### src/common/lspc_params.svh
// Operation
// - clearing enable turns sink off, clears inclusion
// - ramp bit set: step current 1 ms per code
// - ramp bit clear: current code applies at once
// - sink3 mode zero: PWM only, sink3 enable forced zero
// - sink3 mode one (reset): current controlled
// - shared idle code sets current during idle
// - each sink owns an 8-bit current code
// - duty counts 2 MHz cycles, 95 per period
// - duty zero off, 95 or more always on
// - active part own code, idle part shared code
// - dim bit set: duty steps 40 ms each
// - dim bit clear: duty applies immediately
// - duty zero applies immediately even when dimming
// - sinks two and three match sink one, apart from sink3 mode gating
`ifndef LSPC_PARAMS_SVH
`define LSPC_PARAMS_SVH

`define LSPC_IDX_BOOST_INCL 8'h46
`define LSPC_IDX_CTRL 8'h47
`define LSPC_IDX_IDLE 8'h48
`define LSPC_IDX_CUR1 8'h49
`define LSPC_IDX_CUR2 8'h4a
`define LSPC_IDX_CUR3 8'h4b
`define LSPC_IDX_DUTY1 8'h4c
`define LSPC_IDX_DUTY2 8'h4d
`define LSPC_IDX_DUTY3 8'h4e
`define LSPC_IDX_STATUS 8'h4f
`define LSPC_IDX_APP_DUTY1 8'h50
`define LSPC_IDX_APP_DUTY2 8'h51
`define LSPC_IDX_APP_DUTY3 8'h52
`define LSPC_IDX_APP_CUR1 8'h53
`define LSPC_IDX_APP_CUR2 8'h54
`define LSPC_IDX_APP_CUR3 8'h55

`define LSPC_CTRL_EN1 0
`define LSPC_CTRL_RAMP1 1
`define LSPC_CTRL_EN2 2
`define LSPC_CTRL_RAMP2 3
`define LSPC_CTRL_EN3 4
`define LSPC_CTRL_RAMP3 5
`define LSPC_CTRL_MODE3 6
`define LSPC_DUTY_DIM 7
`define LSPC_INCL_LSB 1

`define LSPC_CTRL_RESET 8'h40
`define LSPC_CODE_RESET 8'h00
`define LSPC_DUTY_RESET 8'h00
`define LSPC_INCL_RESET 3'h0

`define LSPC_CLK_PERIOD_NS 10
`define LSPC_PWM_TICK_NS 500
`define LSPC_PWM_TICK_CYCLES (`LSPC_PWM_TICK_NS / `LSPC_CLK_PERIOD_NS)
`define LSPC_PWM_PERIOD 95
`define LSPC_RAMP_STEP_NS 1000000
`define LSPC_RAMP_STEP_CYCLES (`LSPC_RAMP_STEP_NS / `LSPC_CLK_PERIOD_NS)
`define LSPC_DIM_STEP_NS 40000000
`define LSPC_DIM_STEP_CYCLES (`LSPC_DIM_STEP_NS / `LSPC_CLK_PERIOD_NS)

`endif

### src/common/lspc_pkg.sv
package lspc_pkg;
    typedef logic [7:0] lspc_code_t;
    typedef logic [6:0] lspc_duty_t;
    typedef enum logic {
        BUS_IDLE,
        BUS_ANSWER
    } lspc_bus_t;
endpackage

### src/rtl/lspc_pwm.sv
`timescale 1ns/1ns
// 2 MHz tick and wrapping pwm phase
module lspc_pwm #(
    parameter int TICK_CYCLES = 50,
    parameter int PERIOD = 95
) (
    input wire logic clock,
    input wire logic rst,
    output logic [6:0] phase
);
    logic [15:0] pre;
    logic [15:0] next_pre;
    logic [6:0] next_phase;

    always_comb begin
        next_pre = pre + 16'd1;
        next_phase = phase;
        if (pre >= 16'(TICK_CYCLES - 1)) begin
            next_pre = 16'd0;
            if (phase >= 7'(PERIOD - 1)) begin
                next_phase = 7'd0;
            end else begin
                next_phase = phase + 7'd1;
            end
        end
    end

    always_ff @(posedge clock) begin
        if (rst) begin
            pre <= 16'd0;
            phase <= 7'd0;
        end else begin
            pre <= next_pre;
            phase <= next_phase;
        end
    end
endmodule // lspc_pwm

### src/rtl/lspc_step.sv
`timescale 1ns/1ns
// moves value toward target one code per step period
module lspc_step #(
    parameter int W = 8,
    parameter int STEP_CYCLES = 100000
) (
    input wire logic clock,
    input wire logic rst,
    input wire logic [W-1:0] target,
    input wire logic rampOn,
    input wire logic forceLoad,
    output logic [W-1:0] value,
    output logic busy
);
    logic [31:0] cnt;
    logic [31:0] next_cnt;
    logic [W-1:0] next_value;

    always_comb begin
        next_value = value;
        next_cnt = cnt;
        if (!rampOn || forceLoad) begin
            next_value = target;
            next_cnt = 32'd0;
        end else if (value == target) begin
            next_cnt = 32'd0;
        end else if (cnt >= 32'(STEP_CYCLES - 1)) begin
            next_cnt = 32'd0;
            if (value < target) begin
                next_value = W'(value + 1'b1);
            end else begin
                next_value = W'(value - 1'b1);
            end
        end else begin
            next_cnt = cnt + 32'd1;
        end
    end

    always_ff @(posedge clock) begin
        if (rst) begin
            value <= '0;
            cnt <= 32'd0;
        end else begin
            value <= next_value;
            cnt <= next_cnt;
        end
    end

    assign busy = (value != target);
endmodule // lspc_step

### src/rtl/lspc_top.sv
`timescale 1ns/1ns
`include "lspc_params.svh"
// three led sinks: current codes, ramping, pwm, dimming
module lspc_top #(
    parameter int RAMP_STEP_CYCLES = `LSPC_RAMP_STEP_CYCLES,
    parameter int DIM_STEP_CYCLES = `LSPC_DIM_STEP_CYCLES,
    parameter int PWM_TICK_CYCLES = `LSPC_PWM_TICK_CYCLES,
    parameter int PWM_PERIOD = `LSPC_PWM_PERIOD
) (
    input wire logic clock,
    input wire logic rst,
    input wire logic [9:0] address,
    input wire logic read,
    input wire logic write,
    input wire logic [31:0] writedata,
    input wire logic [3:0] byteenable,
    output logic [31:0] readdata,
    output logic waitrequest,
    output logic [2:0] sinkOn,
    output logic [2:0] pwmActive,
    output logic [2:0] boostInclusion,
    output lspc_pkg::lspc_code_t sink1Code,
    output lspc_pkg::lspc_code_t sink2Code,
    output lspc_pkg::lspc_code_t sink3Code
);
    import lspc_pkg::*;

    // bus slave state
    lspc_bus_t busState;
    lspc_bus_t next_busState;
    logic next_waitrequest;
    logic [31:0] next_readdata;

    // software registers
    lspc_code_t ctrl;
    lspc_code_t next_ctrl;
    lspc_code_t idleCode;
    lspc_code_t next_idleCode;
    lspc_code_t curCode [3];
    lspc_code_t next_curCode [3];
    lspc_code_t dutyReg [3];
    lspc_code_t next_dutyReg [3];
    logic [2:0] incl;
    logic [2:0] next_incl;

    // applied values
    lspc_code_t appCur [3];
    lspc_duty_t appDuty [3];
    logic [2:0] curBusy;
    logic [2:0] dutyBusy;
    logic [2:0] enEff;
    logic [2:0] rampOn;
    logic [6:0] phase;

    // registered outputs
    logic [2:0] next_sinkOn;
    logic [2:0] next_pwmActive;
    lspc_code_t next_sinkCode [3];

    logic [7:0] idx;
    logic wrTake;
    lspc_code_t wrByte;

    function automatic logic isMapped(input logic [7:0] i);
        isMapped = (i >= `LSPC_IDX_BOOST_INCL) && (i <= `LSPC_IDX_APP_CUR3);
    endfunction

    function automatic logic dutyOn(input logic [6:0] ph, input lspc_duty_t d);
        dutyOn = (ph < d);
    endfunction

    function automatic lspc_code_t regRead(input logic [7:0] i);
        case (i)
            `LSPC_IDX_BOOST_INCL: regRead = {4'h0, incl, 1'b0};
            `LSPC_IDX_CTRL: regRead = {1'b0, ctrl[6:0]};
            `LSPC_IDX_IDLE: regRead = idleCode;
            `LSPC_IDX_CUR1: regRead = curCode[0];
            `LSPC_IDX_CUR2: regRead = curCode[1];
            `LSPC_IDX_CUR3: regRead = curCode[2];
            `LSPC_IDX_DUTY1: regRead = dutyReg[0];
            `LSPC_IDX_DUTY2: regRead = dutyReg[1];
            `LSPC_IDX_DUTY3: regRead = dutyReg[2];
            `LSPC_IDX_STATUS: regRead = {2'h0, dutyBusy, curBusy};
            `LSPC_IDX_APP_DUTY1: regRead = {1'b0, appDuty[0]};
            `LSPC_IDX_APP_DUTY2: regRead = {1'b0, appDuty[1]};
            `LSPC_IDX_APP_DUTY3: regRead = {1'b0, appDuty[2]};
            `LSPC_IDX_APP_CUR1: regRead = appCur[0];
            `LSPC_IDX_APP_CUR2: regRead = appCur[1];
            `LSPC_IDX_APP_CUR3: regRead = appCur[2];
            default: regRead = 8'h00;
        endcase
    endfunction

    assign idx = address[9:2];
    assign wrByte = writedata[7:0];
    assign wrTake = (busState == BUS_ANSWER) && write && byteenable[0]
        && isMapped(idx);

    // avalon slave: one wait cycle, answer on the second
    always_comb begin
        next_busState = busState;
        next_waitrequest = 1'b1;
        next_readdata = readdata;
        case (busState)
            BUS_IDLE: begin
                if (read || write) begin
                    next_busState = BUS_ANSWER;
                    next_waitrequest = 1'b0;
                    next_readdata = 32'h00000000;
                    if (read) begin
                        next_readdata = {24'h000000, regRead(idx)};
                    end
                end
            end
            BUS_ANSWER: begin
                next_busState = BUS_IDLE;
                next_waitrequest = 1'b1;
            end
            default: begin
                next_busState = BUS_IDLE;
            end
        endcase
    end

    always_ff @(posedge clock) begin
        if (rst) begin
            busState <= BUS_IDLE;
            waitrequest <= 1'b1;
            readdata <= 32'h00000000;
        end else begin
            busState <= next_busState;
            waitrequest <= next_waitrequest;
            readdata <= next_readdata;
        end
    end

    // register writes with automatic clearing
    always_comb begin
        next_ctrl = ctrl;
        next_idleCode = idleCode;
        next_incl = incl;
        for (int s = 0; s < 3; s++) begin
            next_curCode[s] = curCode[s];
            next_dutyReg[s] = dutyReg[s];
        end
        if (wrTake) begin
            case (idx)
                `LSPC_IDX_BOOST_INCL: next_incl = wrByte[`LSPC_INCL_LSB +: 3];
                `LSPC_IDX_CTRL: next_ctrl = {1'b0, wrByte[6:0]};
                `LSPC_IDX_IDLE: next_idleCode = wrByte;
                `LSPC_IDX_CUR1: next_curCode[0] = wrByte;
                `LSPC_IDX_CUR2: next_curCode[1] = wrByte;
                `LSPC_IDX_CUR3: next_curCode[2] = wrByte;
                `LSPC_IDX_DUTY1: next_dutyReg[0] = wrByte;
                `LSPC_IDX_DUTY2: next_dutyReg[1] = wrByte;
                `LSPC_IDX_DUTY3: next_dutyReg[2] = wrByte;
                default: next_ctrl = ctrl;
            endcase
        end
        if (!next_ctrl[`LSPC_CTRL_MODE3]) begin
            next_ctrl[`LSPC_CTRL_EN3] = 1'b0;
        end
        next_incl = next_incl & {next_ctrl[`LSPC_CTRL_EN3],
            next_ctrl[`LSPC_CTRL_EN2], next_ctrl[`LSPC_CTRL_EN1]};
    end

    always_ff @(posedge clock) begin
        if (rst) begin
            ctrl <= `LSPC_CTRL_RESET;
            idleCode <= `LSPC_CODE_RESET;
            incl <= `LSPC_INCL_RESET;
            for (int s = 0; s < 3; s++) begin
                curCode[s] <= `LSPC_CODE_RESET;
                dutyReg[s] <= `LSPC_DUTY_RESET;
            end
        end else begin
            ctrl <= next_ctrl;
            idleCode <= next_idleCode;
            incl <= next_incl;
            for (int s = 0; s < 3; s++) begin
                curCode[s] <= next_curCode[s];
                dutyReg[s] <= next_dutyReg[s];
            end
        end
    end

    assign enEff = {ctrl[`LSPC_CTRL_EN3], ctrl[`LSPC_CTRL_EN2], ctrl[`LSPC_CTRL_EN1]};
    assign rampOn = {ctrl[`LSPC_CTRL_RAMP3], ctrl[`LSPC_CTRL_RAMP2],
        ctrl[`LSPC_CTRL_RAMP1]};

    lspc_pwm #(
        .TICK_CYCLES(PWM_TICK_CYCLES),
        .PERIOD(PWM_PERIOD)
    ) u_pwm (
        .clock(clock),
        .rst(rst),
        .phase(phase)
    );

    for (genvar s = 0; s < 3; s++) begin : g_sink
        lspc_step #(
            .W(8),
            .STEP_CYCLES(RAMP_STEP_CYCLES)
        ) u_cur (
            .clock(clock),
            .rst(rst),
            .target(curCode[s]),
            .rampOn(rampOn[s]),
            .forceLoad(1'b0),
            .value(appCur[s]),
            .busy(curBusy[s])
        );
        lspc_step #(
            .W(7),
            .STEP_CYCLES(DIM_STEP_CYCLES)
        ) u_duty (
            .clock(clock),
            .rst(rst),
            .target(dutyReg[s][6:0]),
            .rampOn(dutyReg[s][`LSPC_DUTY_DIM]),
            .forceLoad(dutyReg[s][6:0] == 7'h00),
            .value(appDuty[s]),
            .busy(dutyBusy[s])
        );
    end

    // pwm compare and current selection per sink
    always_comb begin
        next_sinkOn = 3'h0;
        next_pwmActive = 3'h0;
        for (int s = 0; s < 3; s++) begin
            next_pwmActive[s] = dutyOn(phase, appDuty[s]);
            next_sinkOn[s] = enEff[s];
            next_sinkCode[s] = 8'h00;
            if (enEff[s]) begin
                if (next_pwmActive[s]) begin
                    next_sinkCode[s] = appCur[s];
                end else begin
                    next_sinkCode[s] = idleCode;
                end
            end
        end
        if (!ctrl[`LSPC_CTRL_MODE3]) begin
            next_sinkOn[2] = 1'b0;
            next_sinkCode[2] = 8'h00;
        end
    end

    always_ff @(posedge clock) begin
        if (rst) begin
            sinkOn <= 3'h0;
            pwmActive <= 3'h0;
            boostInclusion <= 3'h0;
            sink1Code <= 8'h00;
            sink2Code <= 8'h00;
            sink3Code <= 8'h00;
        end else begin
            sinkOn <= next_sinkOn;
            pwmActive <= next_pwmActive;
            boostInclusion <= next_incl;
            sink1Code <= next_sinkCode[0];
            sink2Code <= next_sinkCode[1];
            sink3Code <= next_sinkCode[2];
        end
    end
endmodule // lspc_top

### config.mk
export PLATFORM = sky130hd
export DESIGN_NAME = lspc_top
export DESIGN_NICKNAME = d
export VERILOG_FILES = /design/src/common/lspc_pkg.sv /design/src/rtl/lspc_pwm.sv /design/src/rtl/lspc_step.sv /design/src/rtl/lspc_top.sv
export VERILOG_INCLUDE_DIRS = /design/src /design/src/common
export SDC_FILE = /design/constraint.sdc
export NUM_CORES = 1
export LEC_CHECK = 0
export ABC_AREA = 0
export BUFFER_PORTS_ARGS = -buffer_cell sky130_fd_sc_hd__buf_2
export CAP_MARGIN = 15
export CORE_UTILIZATION = 45
export DETAILED_ROUTE_END_ITERATION = 6
export PLACE_DENSITY = 0.62
export SETUP_SLACK_MARGIN = 0.4
export SLEW_MARGIN = 20
export SYNTH_ARGS = -nofsm -noshare
export SYNTH_HDL_FRONTEND = slang
export SYNTH_HIERARCHICAL = 1
export SYNTH_SLANG_ARGS = --single-unit
### constraint.sdc
create_clock -name clock -period 5.15 [get_ports clock]
set_input_delay 0 -clock clock [delete_from_list [all_inputs] [get_ports clock]]
set_output_delay 0 -clock clock [all_outputs]
set_load 0.01 [all_outputs]
==> metrics.md <==
| Metric | Value |
|---|---|
| Comb pwr share | 3.0% |
| Vias in the first global route | ~15000 |
| Share of cells above drive strength 1 | 10.1% |
| Final number of setup-violating endpoints | 0 |
| Starting Density | 46.1% |
| Crit Path Class | flip-flop to flip-flop |
| Vias per cell | 5.61 |
| P_sw | 1430 uW |
| # Max-Cap Violations | 0 |
| Remaining antenna violation count | 0 |
| Commonest non-fill, non-tap cell in the layout | dfxtp_1 |
| Clk slew on worst S/H paths | 60 ps |
| Synthesized area per cell | 8.80 sq um |
| First-pass GRT wire length | around 80000 um |
| Core Region | 40100 sq um |
| Max FO, Critical Path | 9 |
| Synth unique cells | approximately 100 |
| Status | complete, no violations |
| Gr ovfl total | 0 |
| Most frequent cells in the layout | dfxtp_1, nor2_1, nand2_1, a21oi_1 |
| Final hold slack | between 20 and 30 ps |
| Final Non-Filler Cells | 2792 |
| Initial drt markers | 1159 |
| Post-CTS setup buffer count | 0 |
| Die height | 205 um |
| Die Width | roughly 200 um |
| NumNets Final | 2400 |
| DRT Wirelength | about 50000 um |
| IO Port Bufs | 62 |
| # IOs | 116 |
| Clock skew | 26.5 ps |
| Setup crit end kind | flip-flop |
| CP Launch Point | g_sink[1].u_cur/value[1] |
| Longest Clk Path Bufs | 3 |
| Mapped Area | 18500 sq um |
| Slew HR | 23.8% |
| Clk Latency, worst-skew pair | just under 600 ps |
| Post-synthesis sequential area ratio | 39.6% |
| Flop pwr share | 47.1% |
| Largest net degree at the start of global routing | 73 |
| RSZ-0062 raised after global routing | false |
| Worst Min Path Start | byteenable[0] |
| Initial antenna violation count | 1 |
| Remaining DRCs | 0 |
| Cell internal pwr | about 4700 uW |
| Total CTS buffers | 42 |
| Worst-Margin Slew | about 1100 ps |
| Area Growth Syn to Fin | 13.3% |
| Static leakage | between 0.007 and 0.008 uW |
| DP HPWL | about 36000 um |
| Rows | 73 |
| Worst Hold Class | primary input to flip-flop |
| PostCTS Resize Cnt | 0 |
| EDFF count, synth | 0 |
| Worst EP arrival | 4080 ps |
| Yosys warnings | 6 |
| Die area | around 42000 sq um |
| Capture point of the worst reg-to-reg path | g_sink[1].u_cur/value[6] |
| GPL Wtd Cong | 0.963 |
| CTS tree | done |
| Worst R2R Start | g_sink[1].u_cur/value[1] |
| Syn Inst Count | 2100 |
| Layout Cell Area excl Fill | 20900 sq um |
| Pwr/cell area | a little under 300 nW/um^2 |
| GRT Total Usage | 24.1% |
| Critical path required time | between 5000 and 6000 ps |
| H-Tree Depth | 2 |
| DR WL/cell | 18.0 um |
| Clock network fraction of design power | 49.9% |
| R2r setup slk | between 1500 and 2000 ps |
| Final Max Slew Viols | 0 |
| Max Clk Rate | 0.278 GHz |
| Sink Count | 366 |
| Peak supply drop | 321 uV |
| Antenna fix cells | 0 |
| Worst Setup EP | g_sink[1].u_cur/value[6] |
| Worst Setup Start Kind | flip-flop |
| Synth async-reset ratio | 0% |
| Placed instance area | 19400 sq um |
| Routed via count | 15700 |
| Fin Setup TNS | 0 ps |
| Period utilization | 69.9% |
| Root Driver | clkbuf_16 |
| Net Sw Frac | 23.3% |
| Seq cells post-synth | around 370 |
| Main synth FF type | dfxtp_1 |
| TritonRoute pass-1 iters | 6 |
| Placed cells | ~2700 |
| Minimum clock period | 3600 ps |
| Fillers | 3730 |
| Reg2Reg Depth | 11 |
| Final hold viol count | 0 |
synth_stat cells (28+ instances only):
library cell | n | area share [%]
a211oi_1 | 39 | 1.6
nand3_1 | 105 | 2.8
nor3_1 | 43 | 1.2
ha_1 | 110 | 7.4
a21o_1 | 28 | 1.1
a21oi_1 | 144 | 3.9
xnor2_1 | 67 | 3.2
dfxtp_1 | 366 | 40
clkbuf_1 | 49 | 1.0
nand2_1 | 187 | 3.8
xor2_1 | 50 | 2.4
inv_1 | 115 | 2.3
o21ai_0 | 69 | 1.9
nor4_1 | 28 | 0.95
mux2i_1 | 41 | 2.2
nor2_1 | 229 | 4.7
flip-flops by register name, indices dropped and copies added (netlist names):
| register | count |
|---|---|
| boostInclusion | 3 |
| busState | 1 |
| ctrl | 7 |
| curCode | 24 |
| dutyReg | 24 |
| g_sink.u_cur/cnt | 96 |
| g_sink.u_cur/value | 24 |
| g_sink.u_duty/cnt | 96 |
| g_sink.u_duty/value | 21 |
| idleCode | 8 |
| pwmActive | 3 |
| readdata | 8 |
| sink1Code | 8 |
| sink2Code | 8 |
| sink3Code | 8 |
| sinkOn | 3 |
| u_pwm/phase | 7 |
| u_pwm/pre | 16 |
| waitrequest | 1 |
layout make-up:
class	instances	area, sq um	area share, %
Multi-Input combinational cell	1629	10600	50.6
Sequential cell	366	7330	35.0
Clock buffer	51	1120	5.37
Tap cell	525	657	3.14
Timing Repair Buffer	79	470	2.25
Inverter	116	435	2.08
Clock inverter	26	319	1.52
repair_timing:
item                                   CTS  global route
hold buffers                            12             0
setup endpoints to repair                0             0
endpoints found under the hold margin   73             0
stage by stage:
stage | setup slack, ps | total power, uW | utilization (%)
after floorplan | 1900 | 3070 | -
after global placement | 1630 | 3120 | 48.3
after detailed placement | 1560 | 3120 | 48.3
after CTS | 1550 | 6210 | 52.2
after global routing | 1310 | 6350 | 52.2
final | 1550 | 6140 | 52.2
worst min-delay path by stage:
stage	endpoint	slack [ps]	cells after the start
finish	boostInclusion[0]	30	4
global route	boostInclusion[0]	40	4
CTS	boostInclusion[0]	7	4
detailed placement	dutyReg[0][11]	380	2
global placement	dutyReg[0][14]	370	2
floorplan	curCode[0][15]	140	2
metal layers:
metal | vias to the layer above | track usage, % | routed length (um)
li1 | 7589 | - | -
met3 | 143 | 3.56 | 3310
met5 | - | 0 | 0
met2 | 530 | 37.2 | 22100
met4 | 0 | 11.3 | 2110
met1 | 7394 | 33.0 | 22700
power by group through the flow:
stage	clock (uW)	sequential [uW]	combinational [uW]
finish	3070	2890	184
global route	3260	2890	197
CTS	3150	2890	176
detailed placement	0	2950	170
global placement	0	2950	168
floorplan	0	2950	121
critical path, cell delays in order, from the launching register on:
cell,delay (ps)
dfxtp_1,510
ha_1,290
and3_1,180
a221o_1,360
a221o_1,530
fa_1,480
a21o_1,170
a21oi_1,240
o21bai_1,100
a21oi_1,170
or3b_1,360
o211a_1,130
cells by family after synthesis:
group / synth area share (%)
adder cells (fa/ha/maj): 8.10
buffers and inverters: 5.21
AO/OA/AOI/OAI: 17.1
XOR/XNOR: 5.81
other: 0.162
multiplexers: 2.65
flip-flops: 39.6
AND/OR/NAND/NOR: 21.4
No activity file was read; power rests on OpenSTA's default activity.
